<file path="src/logic/debug_bkpt_pkg.sv">
package debug_bkpt_pkg;

    localparam int ADDR_W = 16;
    localparam int QUEUE_DEPTH = 2;
    localparam int DATA_W = 16;

    // Place of the force-reset register in the target memory map
    localparam logic [15:0] FORCE_RESET_ADDR = 16'h1801;
    localparam int FORCE_RESET_BIT = 0;
    localparam logic [7:0] FORCE_RESET_READ = 8'h00;

    // Debug status and control field positions
    localparam int CTRL_ENABLE_BDM_BIT = 7;
    localparam int CTRL_BDM_ACTIVE_BIT = 6;
    localparam int CTRL_BKPT_EN_BIT = 5;
    localparam int CTRL_FORCE_TAG_BIT = 4;

    localparam logic CTRL_BIT_RESET = 1'b0;
    localparam logic [15:0] BKPT_ADDR_RESET = 16'h0000;
    localparam logic [15:0] RSP_RESET = 16'h0000;

    // Commands as delivered by the serial link decoder
    typedef enum logic [2:0] {
        CMD_READ_STATUS,
        CMD_WRITE_CONTROL,
        CMD_BREAKPOINT_READ_COMMAND,
        CMD_BREAKPOINT_WRITE_COMMAND,
        CMD_READ_BYTE,
        CMD_WRITE_BYTE
    } debug_cmd_t;

endpackage

</file>
<file path="src/logic/bkpt_match_if.sv">
`timescale 1ns/100ps
interface bkpt_match_if #(
    parameter int ADDR_WIDTH = 16
);
    logic enable;
    logic forceTagSelect;
    logic [ADDR_WIDTH-1:0] matchAddr;
    logic [ADDR_WIDTH-1:0] busAddr;
    logic busValid;
    logic opcodeFetch;
    logic instrBoundary;
    logic opcodeExec;
    logic backgroundReq;
    logic suppressExec;

    modport ctrl (
        output enable, forceTagSelect, matchAddr, busAddr, busValid,
        output opcodeFetch, instrBoundary, opcodeExec,
        input backgroundReq, suppressExec
    );
    modport matcher (
        input enable, forceTagSelect, matchAddr, busAddr, busValid,
        input opcodeFetch, instrBoundary, opcodeExec,
        output backgroundReq, suppressExec
    );
endinterface

</file>
<file path="src/logic/bkpt_match.sv">
`timescale 1ns/100ps
module bkpt_match #(
    parameter int ADDR_WIDTH = 16,
    parameter int QUEUE_DEPTH = 2
) (
    input wire logic sys_clk,
    input wire logic arst_n,
    bkpt_match_if.matcher m
);
    import debug_bkpt_pkg::*;

    localparam int CW = $clog2(QUEUE_DEPTH + 1);

    typedef struct packed {
        logic forcePending;
        logic [QUEUE_DEPTH-1:0] tags;
        logic [CW-1:0] count;
    } match_state_t;

    match_state_t st;
    match_state_t next_st;
    logic hit;
    logic headTagged;

    // Refused at elaboration rather than left to misbehave
    if (QUEUE_DEPTH < 1 || ADDR_WIDTH < 1) begin : g_bad_params
        $error("bkpt_match: unsupported parameters");
    end

    always_comb begin
        next_st = st;
        hit = m.enable && m.busValid && (m.busAddr == m.matchAddr);
        headTagged = m.enable && (st.count != '0) && st.tags[0];
        // Retire the oldest queued opcode
        if (m.opcodeExec && st.count != '0) begin
            next_st.tags = st.tags >> 1;
            next_st.count = st.count - CW'(1);
        end
        // A full queue drops the fetch tag; the core never overfills it
        if (m.opcodeFetch && next_st.count < CW'(QUEUE_DEPTH)) begin
            for (int i = 0; i < QUEUE_DEPTH; i++) begin
                if (CW'(i) == next_st.count) begin
                    next_st.tags[i] = hit && !m.forceTagSelect;
                end
            end
            next_st.count = next_st.count + CW'(1);
        end
        // A new match in the boundary cycle survives the boundary
        next_st.forcePending = (st.forcePending && !m.instrBoundary)
            || (hit && m.forceTagSelect);
        if (!m.enable) begin
            next_st.forcePending = 1'b0;
            next_st.tags = '0;
        end
    end

    assign m.suppressExec = m.opcodeExec && headTagged;
    // Enable gates the outputs too, so a pending force dies with it
    assign m.backgroundReq = (m.enable && st.forcePending && m.instrBoundary)
        || (m.opcodeExec && headTagged);

    always_ff @(posedge sys_clk or negedge arst_n) begin
        if (!arst_n) begin
            st <= '0;
        end else begin
            st <= next_st;
        end
    end
endmodule

</file>
<file path="src/logic/debug_breakpoint_force_reset.sv">
`timescale 1ns/100ps
module debug_breakpoint_force_reset
    import debug_bkpt_pkg::*;
#(
    parameter int ADDR_WIDTH = ADDR_W,
    parameter int QUEUE_DEPTH_P = QUEUE_DEPTH
) (
    input wire logic sys_clk,
    input wire logic arst_n,
    // Decoded serial debug commands
    input wire logic cmdValid,
    input wire debug_bkpt_pkg::debug_cmd_t cmdCode,
    input wire logic [15:0] cmdAddr,
    input wire logic [15:0] cmdData,
    output logic rspValid,
    output logic [15:0] rspData,
    // Background mode status from the core
    input wire logic bdmActive,
    // Processor side
    input wire logic [ADDR_WIDTH-1:0] cpuAddr,
    input wire logic cpuBusValid,
    input wire logic cpuOpcodeFetch,
    input wire logic cpuInstrBoundary,
    input wire logic cpuOpcodeExec,
    input wire logic cpuRdEn,
    input wire logic cpuWrEn,
    output logic cpuRdHit,
    output logic [7:0] cpuRdData,
    output logic cpuWrHit,
    // Results
    output logic enterBackground,
    output logic suppressExec,
    output logic forceResetReq
);
    import debug_bkpt_pkg::*;

    typedef struct packed {
        // Debug status and control bits kept by the controller
        logic enableBdm;
        logic bkptEnable;
        logic forceTagSelect;
        // Compare target, reachable from the serial side only
        logic [15:0] breakpointAddressMatch;
        // Answer to the serial host
        logic rspValid;
        logic [15:0] rspData;
        // One-cycle request towards the system reset logic
        logic forceReset;
        // Answer to a processor read of the force-reset address
        logic cpuRdHit;
        logic [7:0] cpuRdData;
    } top_state_t;

    top_state_t st;
    top_state_t next_st;
    logic cmdIsForceReset;

    bkpt_match_if #(.ADDR_WIDTH(ADDR_WIDTH)) matchBus ();

    ////////////////////////////////////////////////////////////////////////
    // Parameter checks, refused at elaboration

    // The breakpoint register is 16 bits, so a wider bus cannot be matched
    if (ADDR_WIDTH < 1 || ADDR_WIDTH > 16) begin : g_bad_addr_width
        $error("debug_breakpoint_force_reset: unsupported address width");
    end

    // Tagging needs at least one queue entry to travel with
    if (QUEUE_DEPTH_P < 1) begin : g_bad_queue_depth
        $error("debug_breakpoint_force_reset: unsupported queue depth");
    end

    ////////////////////////////////////////////////////////////////////////
    // Address decode shared by the serial and the processor paths

    // Decoded in one place so both paths agree on the address
    function automatic logic is_force_reset(input logic [15:0] addr);
        is_force_reset = (addr == FORCE_RESET_ADDR);
    endfunction

    function automatic logic [7:0] status_byte(
        input logic enBdm,
        input logic active,
        input logic bkEn,
        input logic force_tag_select
    );
        logic [7:0] v;
        // Low nibble reports no wait, stop or slow-memory conditions
        v = 8'h00;
        v[CTRL_ENABLE_BDM_BIT] = enBdm;
        v[CTRL_BDM_ACTIVE_BIT] = active;
        v[CTRL_BKPT_EN_BIT] = bkEn;
        v[CTRL_FORCE_TAG_BIT] = force_tag_select;
        status_byte = v;
    endfunction

    ////////////////////////////////////////////////////////////////////////
    // Serial command handling

    always_comb begin
        // Answers and requests are pulses; stored fields hold by default
        next_st = st;
        next_st.rspValid = 1'b0;
        next_st.forceReset = 1'b0;
        next_st.cpuRdHit = 1'b0;
        next_st.cpuRdData = 8'h00;
        cmdIsForceReset = is_force_reset(cmdAddr);

        if (cmdValid) begin
            unique case (cmdCode)
                CMD_READ_STATUS: begin
                    // Active flag is live from the core, not stored here
                    next_st.rspValid = 1'b1;
                    next_st.rspData = {8'h00, status_byte(st.enableBdm,
                        bdmActive, st.bkptEnable, st.forceTagSelect)};
                end

                CMD_WRITE_CONTROL: begin
                    // Only the three control bits are stored
                    next_st.enableBdm = cmdData[CTRL_ENABLE_BDM_BIT];
                    next_st.bkptEnable = cmdData[CTRL_BKPT_EN_BIT];
                    next_st.forceTagSelect = cmdData[CTRL_FORCE_TAG_BIT];
                end

                CMD_BREAKPOINT_READ_COMMAND: begin
                    next_st.rspValid = 1'b1;
                    next_st.rspData = st.breakpointAddressMatch;
                end

                CMD_BREAKPOINT_WRITE_COMMAND: begin
                    // A load while the core runs applies from the next cycle
                    next_st.breakpointAddressMatch = cmdData;
                end

                CMD_READ_BYTE: begin
                    // Other addresses belong to the memory system
                    if (cmdIsForceReset) begin
                        next_st.rspValid = 1'b1;
                        next_st.rspData = {8'h00, FORCE_RESET_READ};
                    end
                end

                CMD_WRITE_BYTE: begin
                    if (cmdIsForceReset) begin
                        // One-cycle request; the reset it causes clears us
                        next_st.forceReset =
                            cmdData[FORCE_RESET_BIT];
                    end
                end

                // Two codes of the command field are unused
                default: begin
                end
            endcase
        end

        // Processor reads see zeros; processor writes never reach state
        // The read answer follows one cycle later, like any register read
        if (cpuRdEn && is_force_reset(16'(cpuAddr))) begin
            next_st.cpuRdHit = 1'b1;
            next_st.cpuRdData = FORCE_RESET_READ;
        end
    end

    // Seen only so the bus can complete the cycle; it never reaches state
    assign cpuWrHit = cpuWrEn && is_force_reset(16'(cpuAddr));

    always_ff @(posedge sys_clk or negedge arst_n) begin
        if (!arst_n) begin
            // The host must permit background mode again after any reset
            st.enableBdm <= CTRL_BIT_RESET;
            st.bkptEnable <= CTRL_BIT_RESET;
            st.forceTagSelect <= CTRL_BIT_RESET;
            st.breakpointAddressMatch <= BKPT_ADDR_RESET;
            st.rspValid <= 1'b0;
            st.rspData <= RSP_RESET;
            st.forceReset <= 1'b0;
            st.cpuRdHit <= 1'b0;
            st.cpuRdData <= FORCE_RESET_READ;
        end else begin
            st <= next_st;
        end
    end

    ////////////////////////////////////////////////////////////////////////
    // Breakpoint comparison

    // Configuration from the debug registers
    assign matchBus.enable = st.bkptEnable;
    assign matchBus.forceTagSelect = st.forceTagSelect;
    assign matchBus.matchAddr = st.breakpointAddressMatch[ADDR_WIDTH-1:0];

    // Live processor bus, compared in the same cycle it is presented
    assign matchBus.busAddr = cpuAddr;
    assign matchBus.busValid = cpuBusValid;
    assign matchBus.opcodeFetch = cpuOpcodeFetch;
    assign matchBus.instrBoundary = cpuInstrBoundary;
    assign matchBus.opcodeExec = cpuOpcodeExec;

    bkpt_match #(
        .ADDR_WIDTH(ADDR_WIDTH),
        .QUEUE_DEPTH(QUEUE_DEPTH_P)
    // The matcher keeps its own tag queue and pending force request
    ) bkpt_match_i (
        .sys_clk(sys_clk),
        .arst_n(arst_n),
        .m(matchBus.matcher)
    );

    // Background entry is only possible once the host has permitted it
    assign enterBackground = matchBus.backgroundReq && st.enableBdm;
    assign suppressExec = matchBus.suppressExec && st.enableBdm;

    ////////////////////////////////////////////////////////////////////////
    // Registered outputs

    assign rspValid = st.rspValid;
    assign rspData = st.rspData;
    assign forceResetReq = st.forceReset;
    assign cpuRdHit = st.cpuRdHit;
    assign cpuRdData = st.cpuRdData;
endmodule

</file>
<file path="config.mk">
export PLATFORM = sky130hd
export DESIGN_NAME = debug_breakpoint_force_reset
export DESIGN_NICKNAME = d
export VERILOG_FILES = /design/src/logic/debug_bkpt_pkg.sv /design/src/logic/bkpt_match_if.sv /design/src/logic/bkpt_match.sv /design/src/logic/debug_breakpoint_force_reset.sv
export SDC_FILE = /design/constraint.sdc
export NUM_CORES = 1
export LEC_CHECK = 0
export BUFFER_PORTS_ARGS = -buffer_cell sky130_fd_sc_hd__buf_2
export CAP_MARGIN = 20
export CORE_ASPECT_RATIO = 0.5
export CORE_MARGIN = 1
export CORE_UTILIZATION = 45
export DETAILED_ROUTE_END_ITERATION = 6
export PLACE_DENSITY = 0.81
export SLEW_MARGIN = 10
export SYNTH_ARGS = -nofsm -noshare
export SYNTH_HDL_FRONTEND = slang
export SYNTH_SLANG_ARGS = --single-unit
</file>
<file path="constraint.sdc">
create_clock -name sys_clk -period 2.2 [get_ports sys_clk]
set_input_delay 0.22 -clock sys_clk [delete_from_list [all_inputs] [get_ports sys_clk]]
set_output_delay 0.22 -clock sys_clk [all_outputs]
set_load 0.02 [all_outputs]
</file>
==> PnR_summary.wiki <==
{| class="wikitable"
! Metric !! Value
|-
| Aggregate routed wire length || 5950 um
|-
| Length of routed met3 wiring || 279 um
|-
| Final hold viol count || 0
|-
| EDFF count, synth || 0
|-
| Worst VDD drop || 353 uV
|-
| Share of total power in the clock network || 0.227
|-
| Iter 0 DRT Violations || 92
|-
| Final core utilization || 0.581
|-
| Cell area reported after detailed placement || 0.00279 mm2
|-
| Port Buffers || 82
|-
| Worst-case headroom to the max-slew limit || 0.606
|-
| Total routing resource utilization after global routing || 0.212
|-
| First drt pass iteration count || 5
|-
| Cells after synthesis || 237
|-
| Final worst-path cycle share || 0.925
|-
| Result of the run || completed
|-
| Total CTS buffers || 5
|-
| Cell types with the highest counts after synthesis || 43 x sky130_fd_sc_hd__dfrtp_1, 25 x sky130_fd_sc_hd__buf_4, 22 x sky130_fd_sc_hd__nand2_1
|-
| CTS tree || done
|-
| Maximum number of buffers from clock root to sink || 2
|-
| Htree depth || 2
|-
| Initial Utilization || 0.482
|-
| I/O pin count || 91
|-
| Clock insertion delay at the later pin of the skew report || 0.30 ns
|-
| First-pass GRT wire length || 9030 um
|-
| Setup total negative slack || 0 ns
|-
| Final instance area || 0.00295 mm2
|-
| Crit path max fanout || 5
|-
| Post-detailed-route via-to-cell ratio || 5.26
|-
| Hold Crit Class || in -> reg
|-
| Logic gate share of total power || 0.329
|-
| Worst Tran Pin Value || 0.586 ns
|-
| Final HPWL DP || 4540 um
|-
| Fraction of layout instances using a drive strength above 1 || 0.435
|-
| Final setup vio count || 0
|-
| Yosys top cell by area || sky130_fd_sc_hd__dfrtp_1
|-
| Setup slack after placement || -0.0923 ns
|-
| Antenna violations before repair || 0
|-
| Synth unique cells || 40
|-
| Async set-or-reset flop fraction in the synthesized netlist || 1.00
|-
| Final critical-path setup slack || 0.166 ns
|-
| Clock-pin slew on the worst setup and hold paths || 0.08 ns
|-
| Total power density per cell area || 833 mW/mm2
|-
| Cell area after technology mapping || 0.00244 mm2
|-
| Synth Register Bits || 43
|-
| Per-instance average area after synthesis || 10.3 um2
|-
| Launching element type of the critical path || flop
|-
| Main flop type after synthesis || sky130_fd_sc_hd__dfrtp_1
|-
| Internal Dissipation || 1600 uW
|-
| Overall power of the completed layout || 2450 uW
|-
| Number of max-cap violations || 0
|-
| Core Box Area || 0.00507 mm2
|-
| Leftover overflow at the end of global routing || 0
|-
| Post-route antenna net violation count || 0
|-
| Number of slew-limit violations in the final report || 0
|-
| Top area cells in the synthesized netlist || sky130_fd_sc_hd__dfrtp_1 44%, sky130_fd_sc_hd__mux2_2 8.3%, sky130_fd_sc_hd__buf_4 7.7%, sky130_fd_sc_hd__a22oi_1 3.7%, sky130_fd_sc_hd__o21ai_2 3.6%
|-
| Req. time, crit path || 2.43 ns
|-
| Via count of the routed design || 1997
|-
| Worst clock skew || 0.00377 ns
|-
| Gp weighted congestion || 0.896
|-
| WL/cell || 15.7 um
|-
| Root Driver || sky130_fd_sc_hd__clkbuf_8
|-
| Post-route met1 wirelength || 2550 um
|-
| Net count reported at finish || 373
|-
| Worst Setup End Kind || flop
|-
| Met2 wire length || 3060 um
|-
| Top achievable clock speed || 0.492 GHz
|-
| Tmin final || 2.03 ns
|-
| Yosys warning total || 0
|-
| Cell with the most instances after synthesis || sky130_fd_sc_hd__dfrtp_1
|-
| Number of antenna diodes || 0
|-
| Arr. time, crit path || 2.26 ns
|-
| Highest metal layer with signal wires || met4
|-
| Clock sinks || 43
|-
| Critical path class || reg -> reg
|-
| Width of the die || 106 um
|-
| Switching power || 858 uW
|-
| Top cell type's share of synthesized area || 0.440
|-
| P_leak || 0.00139 uW
|-
| Overall die area || 0.00575 mm2
|-
| Post-synthesis to final-layout area growth || 20.5%
|-
| Part of the Yosys area used for sequential elements || 0.440
|-
| Number of standard-cell rows in the floorplan || 18
|-
| Sw Share || 0.350
|-
| Largest net degree at the start of global routing || 25
|-
| Vertical die dimension || 54.1 um
|-
| Post-route DRC violation count || 0
|-
| Portion of total power attributed to sequential cells || 0.444
|-
| Via count of the first global-routing pass || 1879
|}
==> path summary, 6_finish.rpt <==
kind | from | end | slack, ns | cells past startpoint
worst max-delay path | bkpt_match_i.st[0]$_DFF_PN0_ | bkpt_match_i.st[3]$_DFF_PN0_ | 0.17 | 9
worst min-delay path | cpuRdEn | cpuRdHit$_DFF_PN0_ | 0.12 | 3
worst max register to register | bkpt_match_i.st[0]$_DFF_PN0_ | bkpt_match_i.st[3]$_DFF_PN0_ | 0.17 | 9
worst min register to register | rspData[4]$_DFFE_PN0P_ | rspData[4]$_DFFE_PN0P_ | 0.55 | 2
max in group asynchronous | arst_n | rspData[15]$_DFFE_PN0P_ | 1.42 | 3
min in group asynchronous | arst_n | bkpt_match_i.st[0]$_DFF_PN0_ | 0.29 | 2
==> layout make-up <==
class | count | area [um2]
Fill cell | 451 | 2120
Multi-Input combinational cell | 157 | 1150
Timing Repair Buffer | 92 | 488
Inverter | 10 | 37.5
Clock buffer | 8 | 100
Tap cell | 70 | 87.6
Sequential cell | 43 | 1080
==> metal layers <==
layer / vias to the layer above / global-route usage
met1: 980 / 0.256
met3: 8 / 0.0569
met2: 55 / 0.386
met5: - / 0
li1: 954 / -
met4: 0 / 0.0556
==> critical path, cell delays in order (launching register included) <==
cell and delay (ns):
sky130_fd_sc_hd__dfrtp_2 0.42, sky130_fd_sc_hd__inv_1 0.06, sky130_fd_sc_hd__ha_1 0.22, sky130_fd_sc_hd__nand2b_4 0.19
sky130_fd_sc_hd__xnor2_2 0.20, sky130_fd_sc_hd__ha_1 0.18, sky130_fd_sc_hd__nand2_1 0.09, sky130_fd_sc_hd__a2111oi_2 0.28
sky130_fd_sc_hd__nand4_1 0.14, sky130_fd_sc_hd__o21ai_1 0.18
==> layout by cell type (no fill, tap or decap), types with 2 or more instances in the layout <==
cell / instances
sky130_fd_sc_hd__buf_2: 82
sky130_fd_sc_hd__dfrtp_1: 41
sky130_fd_sc_hd__nand2_1: 22
sky130_fd_sc_hd__mux2_2: 18
sky130_fd_sc_hd__a22oi_1: 12
sky130_fd_sc_hd__inv_1: 10
sky130_fd_sc_hd__o21ai_2: 10
sky130_fd_sc_hd__buf_4: 9
sky130_fd_sc_hd__o21ai_0: 8
sky130_fd_sc_hd__xnor2_1: 8
sky130_fd_sc_hd__conb_1: 8
sky130_fd_sc_hd__clkbuf_8: 7
sky130_fd_sc_hd__xor2_1: 6
sky130_fd_sc_hd__nor3_1: 6
sky130_fd_sc_hd__a21oi_1: 5
sky130_fd_sc_hd__nand4_1: 5
sky130_fd_sc_hd__mux2i_1: 5
sky130_fd_sc_hd__nor4_1: 4
sky130_fd_sc_hd__nor2_1: 4
sky130_fd_sc_hd__nor2b_1: 3
sky130_fd_sc_hd__nand3_1: 3
sky130_fd_sc_hd__ha_1: 3
sky130_fd_sc_hd__o22ai_1: 2
sky130_fd_sc_hd__o21ai_1: 2
sky130_fd_sc_hd__and4_1: 2
sky130_fd_sc_hd__nor3b_1: 2
sky130_fd_sc_hd__dfrtp_2: 2
==> power by group through the flow <==
| stage | Combinational (uW) | Clock, uW | Sequential (uW) |
|---|---|---|---|
| global route | 886 | 596 | 1110 |
| global placement | 661 | 0 | 1090 |
| detailed placement | 716 | 0 | 1100 |
| CTS | 739 | 564 | 1090 |
| finish | 808 | 558 | 1090 |
| floorplan | 559 | 0 | 1050 |
==> cells by family after synthesis <==
logic type | Yosys count | share of synthesized area
other cells | 1 | 0.00153
mux | 23 | 0.103
xor+xnor | 15 | 0.0537
buf+inv | 44 | 0.114
flops | 43 | 0.440
fa+ha+maj | 3 | 0.0154
compound gates | 48 | 0.140
simple gates | 60 | 0.132
==> repair_timing <==
| item | CTS | global route |
|---|---|---|
| gates resized for setup | 3 | 8 |
| hold buffers | 1 | 0 |
| endpoints found under the setup margin | 2 | 2 |
| pin swaps | 1 | 0 |
| hold endpoints to repair | 6 | 0 |
| buffers inserted | 0 | 1 |
==> per-stage QoR <==
| step | hold slack (ns) | std cells |
|---|---|---|
| 2_1_floorplan | -0.0756 | 244 |
| 3_3_place_gp | 0.0661 | 370 |
| 5_1_grt | 0.120 | 380 |
| 3_5_place_dp | 0.0687 | 370 |
| 4_1_cts | 0.111 | 379 |
| 6_report | 0.119 | 380 |
Power figures use the tool's default switching activity.
